--- config.mk ---
export PLATFORM = sky130hd
export DESIGN_NAME = ang_link_ctrl
export DESIGN_NICKNAME = d
export VERILOG_FILES = /design/src/design/ang_pkg.sv /design/src/design/ang_timer.sv /design/src/design/ang_link_ctrl.sv
export SDC_FILE = /design/constraint.sdc
export NUM_CORES = 1
export LEC_CHECK = 0
export BUFFER_PORTS_ARGS = -buffer_cell sky130_fd_sc_hd__buf_4
export CORE_ASPECT_RATIO = 0.6
export CORE_UTILIZATION = 55
export DETAILED_ROUTE_END_ITERATION = 7
export PLACE_DENSITY = 0.81
export SETUP_SLACK_MARGIN = 0.2
export SYNTH_ARGS = -nofsm -noshare
export SYNTH_HDL_FRONTEND = slang
export SYNTH_HIERARCHICAL = 1
export SYNTH_SLANG_ARGS = --single-unit
--- constraint.sdc ---
create_clock -name ref_clk_in -period 7.3 [get_ports ref_clk_in]
set_clock_uncertainty 0.15 [all_clocks]
set_input_delay 0.365 -clock ref_clk_in [delete_from_list [all_inputs] [get_ports ref_clk_in]]
set_output_delay 0.365 -clock ref_clk_in [all_outputs]
set_load 0.02 [all_outputs]
--- src/design/ang_pkg.sv ---
package ang_pkg;
  // ********************************************************
  // Timing
  // ********************************************************
  localparam int CLK_HZ = 40_000_000;
  localparam int CYC_PER_MS = CLK_HZ / 1000;
  localparam int BREAK_LINK_MS = 1500;
  localparam int BLINK_MS = 50;
  localparam int LINK_LOSS_MS = 100;
  localparam int BREAK_CYC = BREAK_LINK_MS * CYC_PER_MS;
  localparam int BLINK_CYC = BLINK_MS * CYC_PER_MS;
  localparam int LOSS_CYC = LINK_LOSS_MS * CYC_PER_MS;
  localparam int TMR_W = 26;
  localparam logic [2:0] NLP_GOOD = 3'h6;
  // ********************************************************
  // Register map
  // ********************************************************
  localparam logic [4:0] REG_BASIC_CONTROL = 5'h00;
  localparam logic [4:0] REG_BASIC_STATUS = 5'h01;
  localparam logic [4:0] REG_ABILITY_ADV = 5'h04;
  localparam logic [4:0] REG_PARTNER_ABILITY = 5'h05;
  localparam logic [4:0] REG_NEG_EXPANSION = 5'h06;
  localparam logic [4:0] REG_STATUS_SUMMARY = 5'h10;
  localparam logic [4:0] REG_IND_DIRECT = 5'h18;
  localparam logic [4:0] REG_XCVR_CONTROL = 5'h19;
  // ********************************************************
  // Field positions
  // ********************************************************
  localparam int BC_RESET = 15;
  localparam int BC_SPEED = 13;
  localparam int BC_NEGOTIATE_STRAP_ENABLE = 12;
  localparam int BC_RESTART = 9;
  localparam int BC_DUPLEX = 8;
  localparam int ADV_RF = 13;
  localparam int ADV_LSB = 5;
  localparam int XC_MDIX_EN = 15;
  localparam int XC_FORCE = 14;
  localparam int XC_LED_LSB = 5;
  // ********************************************************
  // Fixed and reset values
  // ********************************************************
  localparam logic [15:0] STATUS_FIXED = 16'h7849;
  localparam logic [4:0] SELECTOR = 5'h01;
  localparam logic [15:0] PD_WORD_100 = 16'h0081;
  localparam logic [15:0] PD_WORD_10 = 16'h0021;
  localparam logic LOCAL_NP_ABLE = 1'b0;
  localparam logic [3:0] ADV_10_BOTH = 4'h3;
  localparam logic [3:0] ADV_100_BOTH = 4'hC;
  localparam logic [3:0] ADV_HALF_BOTH = 4'h5;
  localparam logic [3:0] ADV_ALL = 4'hF;
  localparam logic [7:0] LFSR_SEED = 8'hA5;
  typedef enum logic [3:0] {
    ST_FORCED = 4'h1,
    ST_BREAK = 4'h2,
    ST_ABILITY = 4'h4,
    ST_COMPLETE = 4'h8
  } ang_state_t;
endpackage

--- src/design/ang_timer.sv ---
`timescale 1ns/1ps
`default_nettype none
module ang_timer #(
  parameter int W = 26
) (
  // Clock and reset
  input wire logic clk_in,
  input wire logic rst_n_in,
  // Control
  input wire logic start_in,
  input wire logic [W-1:0] limit_in,
  // Status
  output logic busy_out,
  output logic done_out
);
  typedef struct packed {
    logic busy;
    logic done;
    logic [W-1:0] cnt;
  } ang_tmr_t;
  ang_tmr_t s, next_s;
  // A restart reloads the count, so a pending expiry is cancelled.
  always_comb begin
    next_s = s;
    next_s.done = 1'b0;
    if (start_in) begin
      next_s.busy = 1'b1;
      next_s.cnt = limit_in - 1'b1;
    end else if (s.busy) begin
      if (s.cnt == '0) begin
        next_s.busy = 1'b0;
        next_s.done = 1'b1;
      end else begin
        next_s.cnt = s.cnt - 1'b1;
      end
    end
  end
  always_ff @(posedge clk_in or negedge rst_n_in) begin
    if (!rst_n_in) begin
      s <= '0;
    end else begin
      s <= next_s;
    end
  end
  assign busy_out = s.busy;
  assign done_out = s.done;
endmodule
`default_nettype wire

--- src/design/ang_link_ctrl.sv ---
// Summary of operation
// - While negotiating, send the advertisement register contents in link pulse bursts.
// - Resolve 100 full, then 100 half, then 10 full, then 10 half.
// - Without negotiation, speed and duplex control bits pick the mode.
// - Status summary reports resolved speed once link is up.
// - Basic status shows fixed abilities, no T4, completion, fault, link, preamble.
// - Advertisement resets to the strap-selected abilities; cleared abilities are no longer offered.
// - Partner register holds received page, or fixed words after parallel detect.
// - Expansion register flags fault, partner/local next page, page received, partner able.
// - Single valid 10 or 100 link from non-negotiating partner selects that mode.
// - Parallel detect sets partner bit 5 or 7 and selector 00001.
// - After parallel detect, partner-able reads zero while complete reads one.
// - Parallel detect with both 10 and 100 links good sets fault flag.
// - Writing restart restarts negotiation any time after completion.
// - Losing link in negotiated mode resumes negotiation.
// - Renegotiation halts all pulses until break timer ends, then bursts resume.
// - Auto crossover enable loaded from its strap at reset, or register set, random seed toggling.
// - No auto crossover when forced; force bit swaps pairs always.
// - Indicator mode follows the two-bit configuration field, three modes.
// - 10 Mbps link after seven link pulses or one packet; drops on loss timer.
// - Each indicator polarity comes from its strap level sampled at reset.
// - Direct control register overrides indicators and never reads their live state.
// - Negotiation straps sampled at reset set the four advertised abilities.
`timescale 1ns/1ps
`default_nettype none
module ang_link_ctrl
  import ang_pkg::*;
#(
  parameter int BREAK_CYCLES = BREAK_CYC,
  parameter int BLINK_CYCLES = BLINK_CYC,
  parameter int LOSS_CYCLES = LOSS_CYC
) (
  // Clock and reset
  input wire logic ref_clk_in,
  input wire logic reset_n_in,
  // Straps
  input wire logic negotiate_strap_enable_in,
  input wire logic ability_strap_high_in,
  input wire logic ability_strap_low_in,
  input wire logic indicator_mode_select_in,
  input wire logic crossover_strap_enable_in,
  // Management register port
  input wire logic [4:0] reg_addr_in,
  input wire logic [15:0] reg_wdata_in,
  input wire logic reg_wr_in,
  input wire logic reg_rd_in,
  output logic [15:0] reg_rdata_out,
  output logic reg_rvalid_out,
  // Receiver and negotiation link side
  input wire logic link100_in,
  input wire logic link_pulse_in,
  input wire logic packet10_valid_in,
  input wire logic [15:0] rx_page_in,
  input wire logic rx_page_valid_in,
  input wire logic tx_activity_in,
  input wire logic rx_activity_in,
  input wire logic collision_in,
  output logic flp_send_out,
  output logic [15:0] flp_word_out,
  output logic tx_halt_out,
  output logic crossover_out,
  output logic link_up_out,
  output logic speed100_out,
  output logic full_duplex_out,
  // Indicators
  output logic link_indicator_out,
  output logic speed_indicator_out,
  output logic activity_collision_indicator_out
);
  // ********************************************************
  // Reset release
  // ********************************************************
  logic rst_meta_n, rst_sync_n;
  always_ff @(posedge ref_clk_in or negedge reset_n_in) begin
    if (!reset_n_in) begin
      rst_meta_n <= 1'b0;
      rst_sync_n <= 1'b0;
    end else begin
      rst_meta_n <= 1'b1;
      rst_sync_n <= rst_meta_n;
    end
  end
  // ********************************************************
  // State
  // ********************************************************
  typedef struct packed {
    logic loaded;
    ang_state_t st;
    logic speed_sel;
    logic duplex_sel;
    logic negotiate_strap_enable;
    logic [3:0] adv;
    logic adv_rf;
    logic [15:0] lpar;
    logic pdf;
    logic page_rx;
    logic lp_able;
    logic mdix_en;
    logic force_x;
    logic [1:0] indicator_mode_select;
    logic [5:0] indicator_direct_control;
    logic [2:0] pol;
    logic link10;
    logic [2:0] nlp_cnt;
    logic blink;
    logic [7:0] lfsr;
    logic res100;
    logic resfd;
    logic [2:0] ind;
    logic xover;
    logic flp_send;
    logic [15:0] flp_word;
    logic tx_halt;
    logic link_up;
    logic [15:0] rdata;
    logic rvalid;
  } ang_regs_t;
  ang_regs_t s, next_s;
  logic brk_done, loss_done, blk_done, blk_busy, brk_start, link_start;
  logic link_cur, act, restart_w, an_rise;
  logic [3:0] common;
  logic [2:0] on;
  logic [15:0] adv_word;
  function automatic logic [1:0] resolve(input logic [3:0] c);
    if (c[3]) begin
      resolve = 2'h3;
    end else if (c[2]) begin
      resolve = 2'h2;
    end else if (c[1]) begin
      resolve = 2'h1;
    end else begin
      resolve = 2'h0;
    end
  endfunction
  function automatic logic [3:0] strap_adv(input logic en, input logic hi, input logic lo);
    case ({en, hi, lo})
      3'h4: strap_adv = ADV_10_BOTH;
      3'h5: strap_adv = ADV_100_BOTH;
      3'h6: strap_adv = ADV_HALF_BOTH;
      default: strap_adv = ADV_ALL;
    endcase
  endfunction
  // ********************************************************
  // Timers
  // ********************************************************
  assign brk_start = (next_s.st == ST_BREAK) && (s.st != ST_BREAK);
  assign link_start = link_pulse_in | packet10_valid_in;
  ang_timer #(.W(TMR_W)) u_break (
    .clk_in(ref_clk_in), .rst_n_in(rst_sync_n), .start_in(brk_start),
    .limit_in(TMR_W'(BREAK_CYCLES)), .busy_out(), .done_out(brk_done)
  );
  ang_timer #(.W(TMR_W)) u_loss (
    .clk_in(ref_clk_in), .rst_n_in(rst_sync_n), .start_in(link_start),
    .limit_in(TMR_W'(LOSS_CYCLES)), .busy_out(), .done_out(loss_done)
  );
  ang_timer #(.W(TMR_W)) u_blink (
    .clk_in(ref_clk_in), .rst_n_in(rst_sync_n), .start_in(!blk_busy),
    .limit_in(TMR_W'(BLINK_CYCLES)), .busy_out(blk_busy), .done_out(blk_done)
  );
  // ********************************************************
  // Next state
  // ********************************************************
  assign link_cur = s.res100 ? link100_in : s.link10;
  assign act = tx_activity_in | rx_activity_in;
  assign common = s.adv & rx_page_in[8:5];
  assign adv_word = {2'h0, s.adv_rf, 4'h0, s.adv, SELECTOR};
  assign restart_w = reg_wr_in && (reg_addr_in == REG_BASIC_CONTROL) && reg_wdata_in[BC_RESTART];
  assign an_rise = reg_wr_in && (reg_addr_in == REG_BASIC_CONTROL) && reg_wdata_in[BC_NEGOTIATE_STRAP_ENABLE] && !s.negotiate_strap_enable;
  always_comb begin
    next_s = s;
    next_s.rvalid = 1'b0;
    on = 3'h0;
    if (!s.loaded) begin
      next_s.loaded = 1'b1;
      next_s.negotiate_strap_enable = negotiate_strap_enable_in;
      next_s.speed_sel = ability_strap_high_in;
      next_s.duplex_sel = ability_strap_low_in;
      next_s.adv = strap_adv(negotiate_strap_enable_in, ability_strap_high_in, ability_strap_low_in);
      next_s.adv_rf = 1'b0;
      next_s.lpar = 16'h0000;
      next_s.pdf = 1'b0;
      next_s.page_rx = 1'b0;
      next_s.lp_able = 1'b0;
      next_s.mdix_en = crossover_strap_enable_in;
      next_s.force_x = 1'b0;
      next_s.indicator_mode_select = {1'b0, indicator_mode_select_in};
      next_s.indicator_direct_control = 6'h00;
      next_s.pol = {negotiate_strap_enable_in, ability_strap_high_in, ability_strap_low_in};
      next_s.st = negotiate_strap_enable_in ? ST_ABILITY : ST_FORCED;
    end else begin
      if (reg_wr_in) begin
        case (reg_addr_in)
          REG_BASIC_CONTROL: begin
            next_s.speed_sel = reg_wdata_in[BC_SPEED];
            next_s.duplex_sel = reg_wdata_in[BC_DUPLEX];
            next_s.negotiate_strap_enable = reg_wdata_in[BC_NEGOTIATE_STRAP_ENABLE];
            next_s.loaded = !reg_wdata_in[BC_RESET];
          end
          REG_ABILITY_ADV: begin
            next_s.adv = reg_wdata_in[ADV_LSB+3:ADV_LSB];
            next_s.adv_rf = reg_wdata_in[ADV_RF];
          end
          REG_IND_DIRECT: next_s.indicator_direct_control = reg_wdata_in[5:0];
          REG_XCVR_CONTROL: begin
            next_s.mdix_en = reg_wdata_in[XC_MDIX_EN];
            next_s.force_x = reg_wdata_in[XC_FORCE];
            next_s.indicator_mode_select = reg_wdata_in[XC_LED_LSB+1:XC_LED_LSB];
          end
          default: next_s.rvalid = 1'b0;
        endcase
      end
      if (reg_rd_in) begin
        next_s.rvalid = 1'b1;
        case (reg_addr_in)
          REG_BASIC_CONTROL: next_s.rdata = {2'h0, s.speed_sel, s.negotiate_strap_enable, 3'h0, s.duplex_sel, 8'h00};
          REG_BASIC_STATUS: next_s.rdata = STATUS_FIXED | {10'h000, s.st == ST_COMPLETE,
                                                           s.lpar[13], 1'b0, s.link_up, 2'h0};
          REG_ABILITY_ADV: next_s.rdata = adv_word;
          REG_PARTNER_ABILITY: next_s.rdata = s.lpar;
          REG_NEG_EXPANSION: begin
            next_s.rdata = {11'h000, s.pdf, s.lpar[15] & s.lp_able, LOCAL_NP_ABLE, s.page_rx, s.lp_able};
            next_s.pdf = 1'b0;
            next_s.page_rx = 1'b0;
          end
          REG_STATUS_SUMMARY: next_s.rdata = {11'h000, s.st == ST_COMPLETE, 1'b0, s.resfd,
                                              !s.res100, s.link_up};
          REG_IND_DIRECT: next_s.rdata = {10'h000, s.indicator_direct_control};
          REG_XCVR_CONTROL: next_s.rdata = {s.mdix_en, s.force_x, 7'h00, s.indicator_mode_select, 5'h00};
          default: next_s.rdata = 16'h0000;
        endcase
      end
      // 10 Mbps link qualification from link pulses, packets and the loss timer.
      if (loss_done) begin
        next_s.link10 = 1'b0;
        next_s.nlp_cnt = 3'h0;
      end else if (link_pulse_in && s.nlp_cnt != 3'h7) begin
        next_s.nlp_cnt = 3'(s.nlp_cnt + 3'h1);
      end
      if ((link_pulse_in && s.nlp_cnt == NLP_GOOD && !loss_done) || packet10_valid_in) begin
        next_s.link10 = 1'b1;
      end
      if (blk_done) begin
        next_s.blink = !s.blink;
        next_s.lfsr = {s.lfsr[6:0], s.lfsr[7] ^ s.lfsr[5] ^ s.lfsr[4] ^ s.lfsr[3]};
      end
      case (s.st)
        ST_FORCED: begin
          next_s.res100 = s.speed_sel;
          next_s.resfd = s.duplex_sel;
          if (an_rise) begin
            next_s.st = ST_BREAK;
          end
        end
        ST_BREAK: begin
          if (brk_done) begin
            next_s.st = ST_ABILITY;
          end
        end
        ST_ABILITY: begin
          if (rx_page_valid_in) begin
            next_s.lpar = rx_page_in;
            next_s.page_rx = 1'b1;
            next_s.lp_able = 1'b1;
            if (common != 4'h0) begin
              {next_s.res100, next_s.resfd} = resolve(common);
              next_s.st = ST_COMPLETE;
            end
          end else if (link100_in ^ s.link10) begin
            next_s.lpar = link100_in ? PD_WORD_100 : PD_WORD_10;
            next_s.lp_able = 1'b0;
            next_s.res100 = link100_in;
            next_s.resfd = 1'b0;
            next_s.st = ST_COMPLETE;
          end else if (link100_in && s.link10) begin
            next_s.pdf = 1'b1;
          end
        end
        ST_COMPLETE: begin
          if (s.link_up && !link_cur) begin
            next_s.st = ST_BREAK;
          end
        end
        default: next_s.st = ST_FORCED;
      endcase
      if (!next_s.negotiate_strap_enable) begin
        next_s.st = ST_FORCED;
      end else if (restart_w && s.st != ST_FORCED) begin
        next_s.st = ST_BREAK;
      end
    end
    // Send and halt outputs register from the settled state; link, crossover and indicators from the current state.
    next_s.flp_send = next_s.st == ST_ABILITY;
    next_s.flp_word = adv_word;
    next_s.tx_halt = next_s.st == ST_BREAK;
    next_s.link_up = (s.st == ST_COMPLETE || s.st == ST_FORCED) && link_cur;
    if (s.force_x) begin
      next_s.xover = 1'b1;
    end else if (s.st == ST_FORCED || !s.mdix_en) begin
      next_s.xover = 1'b0;
    end else if (s.st == ST_ABILITY && blk_done && s.lfsr[0]) begin
      next_s.xover = !s.xover;
    end
    on[2] = s.link_up && !(!s.indicator_mode_select[0] && act && s.blink);
    on[1] = s.link_up && s.res100;
    if (s.indicator_mode_select[0]) begin
      on[0] = act;
    end else if (s.indicator_mode_select[1]) begin
      on[0] = s.link_up && s.resfd;
    end else begin
      on[0] = collision_in;
    end
    for (int i = 0; i < 3; i++) begin
      next_s.ind[i] = (s.indicator_direct_control[i+3] ? s.indicator_direct_control[i] : on[i]) ^ s.pol[i];
    end
  end
  always_ff @(posedge ref_clk_in or negedge rst_sync_n) begin
    if (!rst_sync_n) begin
      s <= '0;
      s.st <= ST_FORCED;
      s.lfsr <= LFSR_SEED;
    end else begin
      s <= next_s;
    end
  end
  // ********************************************************
  // Outputs
  // ********************************************************
  assign reg_rdata_out = s.rdata;
  assign reg_rvalid_out = s.rvalid;
  assign flp_send_out = s.flp_send;
  assign flp_word_out = s.flp_word;
  assign tx_halt_out = s.tx_halt;
  assign crossover_out = s.xover;
  assign link_up_out = s.link_up;
  assign speed100_out = s.res100;
  assign full_duplex_out = s.resfd;
  assign link_indicator_out = s.ind[2];
  assign speed_indicator_out = s.ind[1];
  assign activity_collision_indicator_out = s.ind[0];
endmodule
`default_nettype wire

==> impl_metrics.json <==
{
  "outcome": "complete, no violations",
  "post-synth-top-area-cell": "dfrtp_1",
  "crit-reg2reg-capture": "u_break/s[21]",
  "yosysSeqAreaShare": 0.384,
  "setup_tns_ns": 0,
  "timing.critical_path.slowest_cell_delay_ns": 0.62,
  "buf_inv_stages_crit_path": 2,
  "via_count_of_the_first_global_routing_pass": 9300,
  "post_synth_main_area_contributors": "dfrtp_1 37%, xnor2_1 4.3%, mux2i_1 3.3%",
  "ys_types": 95,
  "drtAntennaViolNets": 0,
  "detail_route.wl_per_cell_microns": 15.9,
  "hold_depth": 2,
  "worst_pin_slew_ns": 1.17,
  "core_area_sq_mm": 0.0202,
  "peakVddDrop_mv": 0.184,
  "fp.dieH_microns": 114,
  "post_synthesis_register_bit_count": 176,
  "synth.top_cell.area_share": 0.372,
  "edff_count_synth": 0,
  "post_route_cells_drive_above_1_share": 0.127,
  "path_class": "flop to flop",
  "drv.max_cap_violation_count": 0,
  "layout_worst_path_cycle_share": 0.539,
  "final_hold_viol_count": 0,
  "ys.warnings.count": 6,
  "largest_net_degree_at_the_start_of_global_routing": 77,
  "drc_errors": 0,
  "number_of_antenna_violations_at_the_first_check_in_global_routing": 0,
  "slew_headroom": 0.210,
  "rsz_0062_raised_after_global_routing": "false",
  "place.port_buffers": 82,
  "cp.required_ns": 7.53,
  "hold-path-endpoint": "s[72]",
  "synth_instances": 1225,
  "nets_finish": 1607,
  "cts.path.max_buffers": 2,
  "grt_first_pass_wirelength_microns": 47500,
  "synth_area_per_cell_sq_um": 9.38,
  "cts-buffers-inserted": 17,
  "core.rowCount": 40,
  "antenna_diodes": 0,
  "place_worst_setup_slack_ns": 3.41,
  "period_minus_ws_final_ns": 3.93,
  "worstSkewPairLatency_ns": 0.44,
  "critPathCaptureType": "flop",
  "ys_async_sr_fraction": 1.00,
  "cellLeakagePower_nw": 5.90,
  "setup-violations-final": 0,
  "syn-cell-area_sq_mm": 0.0115,
  "ordered_cell_list_for_the_critical_path": "nor4b_4 > nor4_1 > o41ai_2 > nor3b_4 > buf_4 > inv_1 > nand2_1 > or4b_4 > nor3_2 > a211o_1",
  "synth_top_flop_cell": "dfrtp_1",
  "cts.sinks": 176,
  "ff2ff_path_depth": 10,
  "r2r_start": "s[95]",
  "via_count": 10399,
  "detailed_place_hpwl_microns": 21300,
  "routed_wl_microns": 29200,
  "critPathArrivalTime_ns": 4.17,
  "most-common-layout-cells": "291 x conb_1, 170 x dfrtp_1, 88 x nor2_1, 88 x buf_4, 82 x nand2_1",
  "total_routing_usage_gr": 0.277,
  "design.die.area_sq_mm": 0.0215,
  "floorplan.initialDensity": 0.568,
  "hp-start": "rx_page_in[1]",
  "layout.cells.most_common": "conb_1",
  "routed_via_density": 5.68,
  "achievable-frequency_mhz": 254,
  "worst_path_dominant_cell_family": "simple AND/OR/NAND/NOR gates",
  "gp_congestion": 0.941,
  "timing.final.ws_setup_ns": 3.37,
  "htreeDepth": 4,
  "start_kind": "flop",
  "drt_pass1_iterations": 7,
  "drt-initial-drc-count": 1201,
  "area_growth_from_synthesis_to_layout_pct": 19.7,
  "power.density_mw_per_mm2": 203,
  "die_w_microns": 189,
  "maxSlewViolCount": 0,
  "ios": 95,
  "critPathSlowestCell": "dfstp_2",
  "reg2reg_setup_slack_ns": 3.37,
  "hold_path_class": "primary input to flop",
  "global_route.overflow_total": 0,
  "root_buffer": "clkbuf_16",
  "clk_transition_reported_paths_ns": 0.07,
  "worstPathMaxFanout": 34,
  "cts_tree": "done",
  "worst-path-stages": 10
}
[power breakdown]
part	internal (W)	leakage, nW	total [W]	switching (W)
registers	0.00112	2.12	0.00129	0.000177
clock network	0.000484	0.277	0.000919	0.000434
logic	0.000257	3.50	0.000577	0.000320
total	0.00186	5.90	0.00279	0.000931
[through the flow]
stage          area [sq um]  hold slack, ns  total power, W  instances   util
3_3_place_gp          13100       -0.000489         0.00183       1788  0.647
5_1_grt               13800        0.000417         0.00293       1830  0.680
4_1_cts               13800         0.00179         0.00278       1830  0.680
6_report              13800        0.000234         0.00279       1830  0.680
3_5_place_dp          13100        0.000446         0.00186       1788  0.647
2_1_floorplan         12600         -0.0806         0.00169       1514      -
[sequential cells by signal, indices dropped and copies added (netlist names), 5 cells and up]
register / count
adv_word: 5
u_break/s: 26
flp_word_out: 6
s: 53
reg_rdata_out: 16
u_blink/s: 26
u_loss/s: 26
[layout make-up]
class	count	area, sq um
repair buffers	98	761
flip-flops and latches	176	4410
fillers	1652	6460
well taps	273	342
inverters	38	143
multi-input cells	1213	7520
clock buffers	18	429
clock inverters	14	149
[per-layer routing]
metal / up-vias / wire length [microns] / global-route usage
li1: 4974 / - / -
met2: 471 / 12100 / 0.388
met4: 0 / 336 / 0.0699
met3: 38 / 2760 / 0.0683
met1: 4916 / 13900 / 0.424
met5: - / 0 / 0
[what timing repair did]
action / CTS / global route
hold endpoints to repair: 11 / 0
gates resized for setup: 0 / 0
setup buffers: 0 / 0
hold buffers: 10 / 0
[synth_stat cells (all sizes together), types with 7 or more instances]
cell type and instances:
or4 20, nor2b 16, o211ai 26, dfrtp 171, nor3b 8, a211o 7
a21o 7, xnor2 57, a31oi 11, o21a 10, or4b 8, o21ai 40
mux2 9, mux2i 38, nor4b 20, o311ai 7, nand3 52, a22oi 13
a211oi 8, nand2 84, and3 12, nor4 46, nand4 27, o31a 17
a22o 14, o31ai 12, and4 8, buf 56, nor2 92, nor3 66
or3 20, inv 38, a21oi 45, ha 10, xor2 25, clkbuf 31
o22ai 7
[kinds of logic after synthesis]
group | share of synthesized area
other | 0.000654
AO/OA/AOI/OAI | 0.178
adder cells (fa/ha/maj) | 0.0109
buffers and inverters | 0.0565
XOR/XNOR | 0.0625
multiplexers | 0.0419
AND/OR/NAND/NOR | 0.265
flip-flops | 0.384
[worst max-delay path by stage]
| stage | start | endpoint | slack (ns) |
|---|---|---|---|
| 6_report | s[95] | u_break/s[21] | 3.37 |
| 4_1_cts | s[95] | u_break/s[21] | 3.40 |
| 3_5_place_dp | s[95] | u_break/s[21] | 3.41 |
| 2_1_floorplan | rst_sync_n | activity_collision_indicator_out | 1.89 |
| 3_3_place_gp | s[95] | u_break/s[21] | 3.50 |
| 5_1_grt | s[95] | u_break/s[21] | 3.11 |
Note: power is estimated with default switching activity, not from simulation.
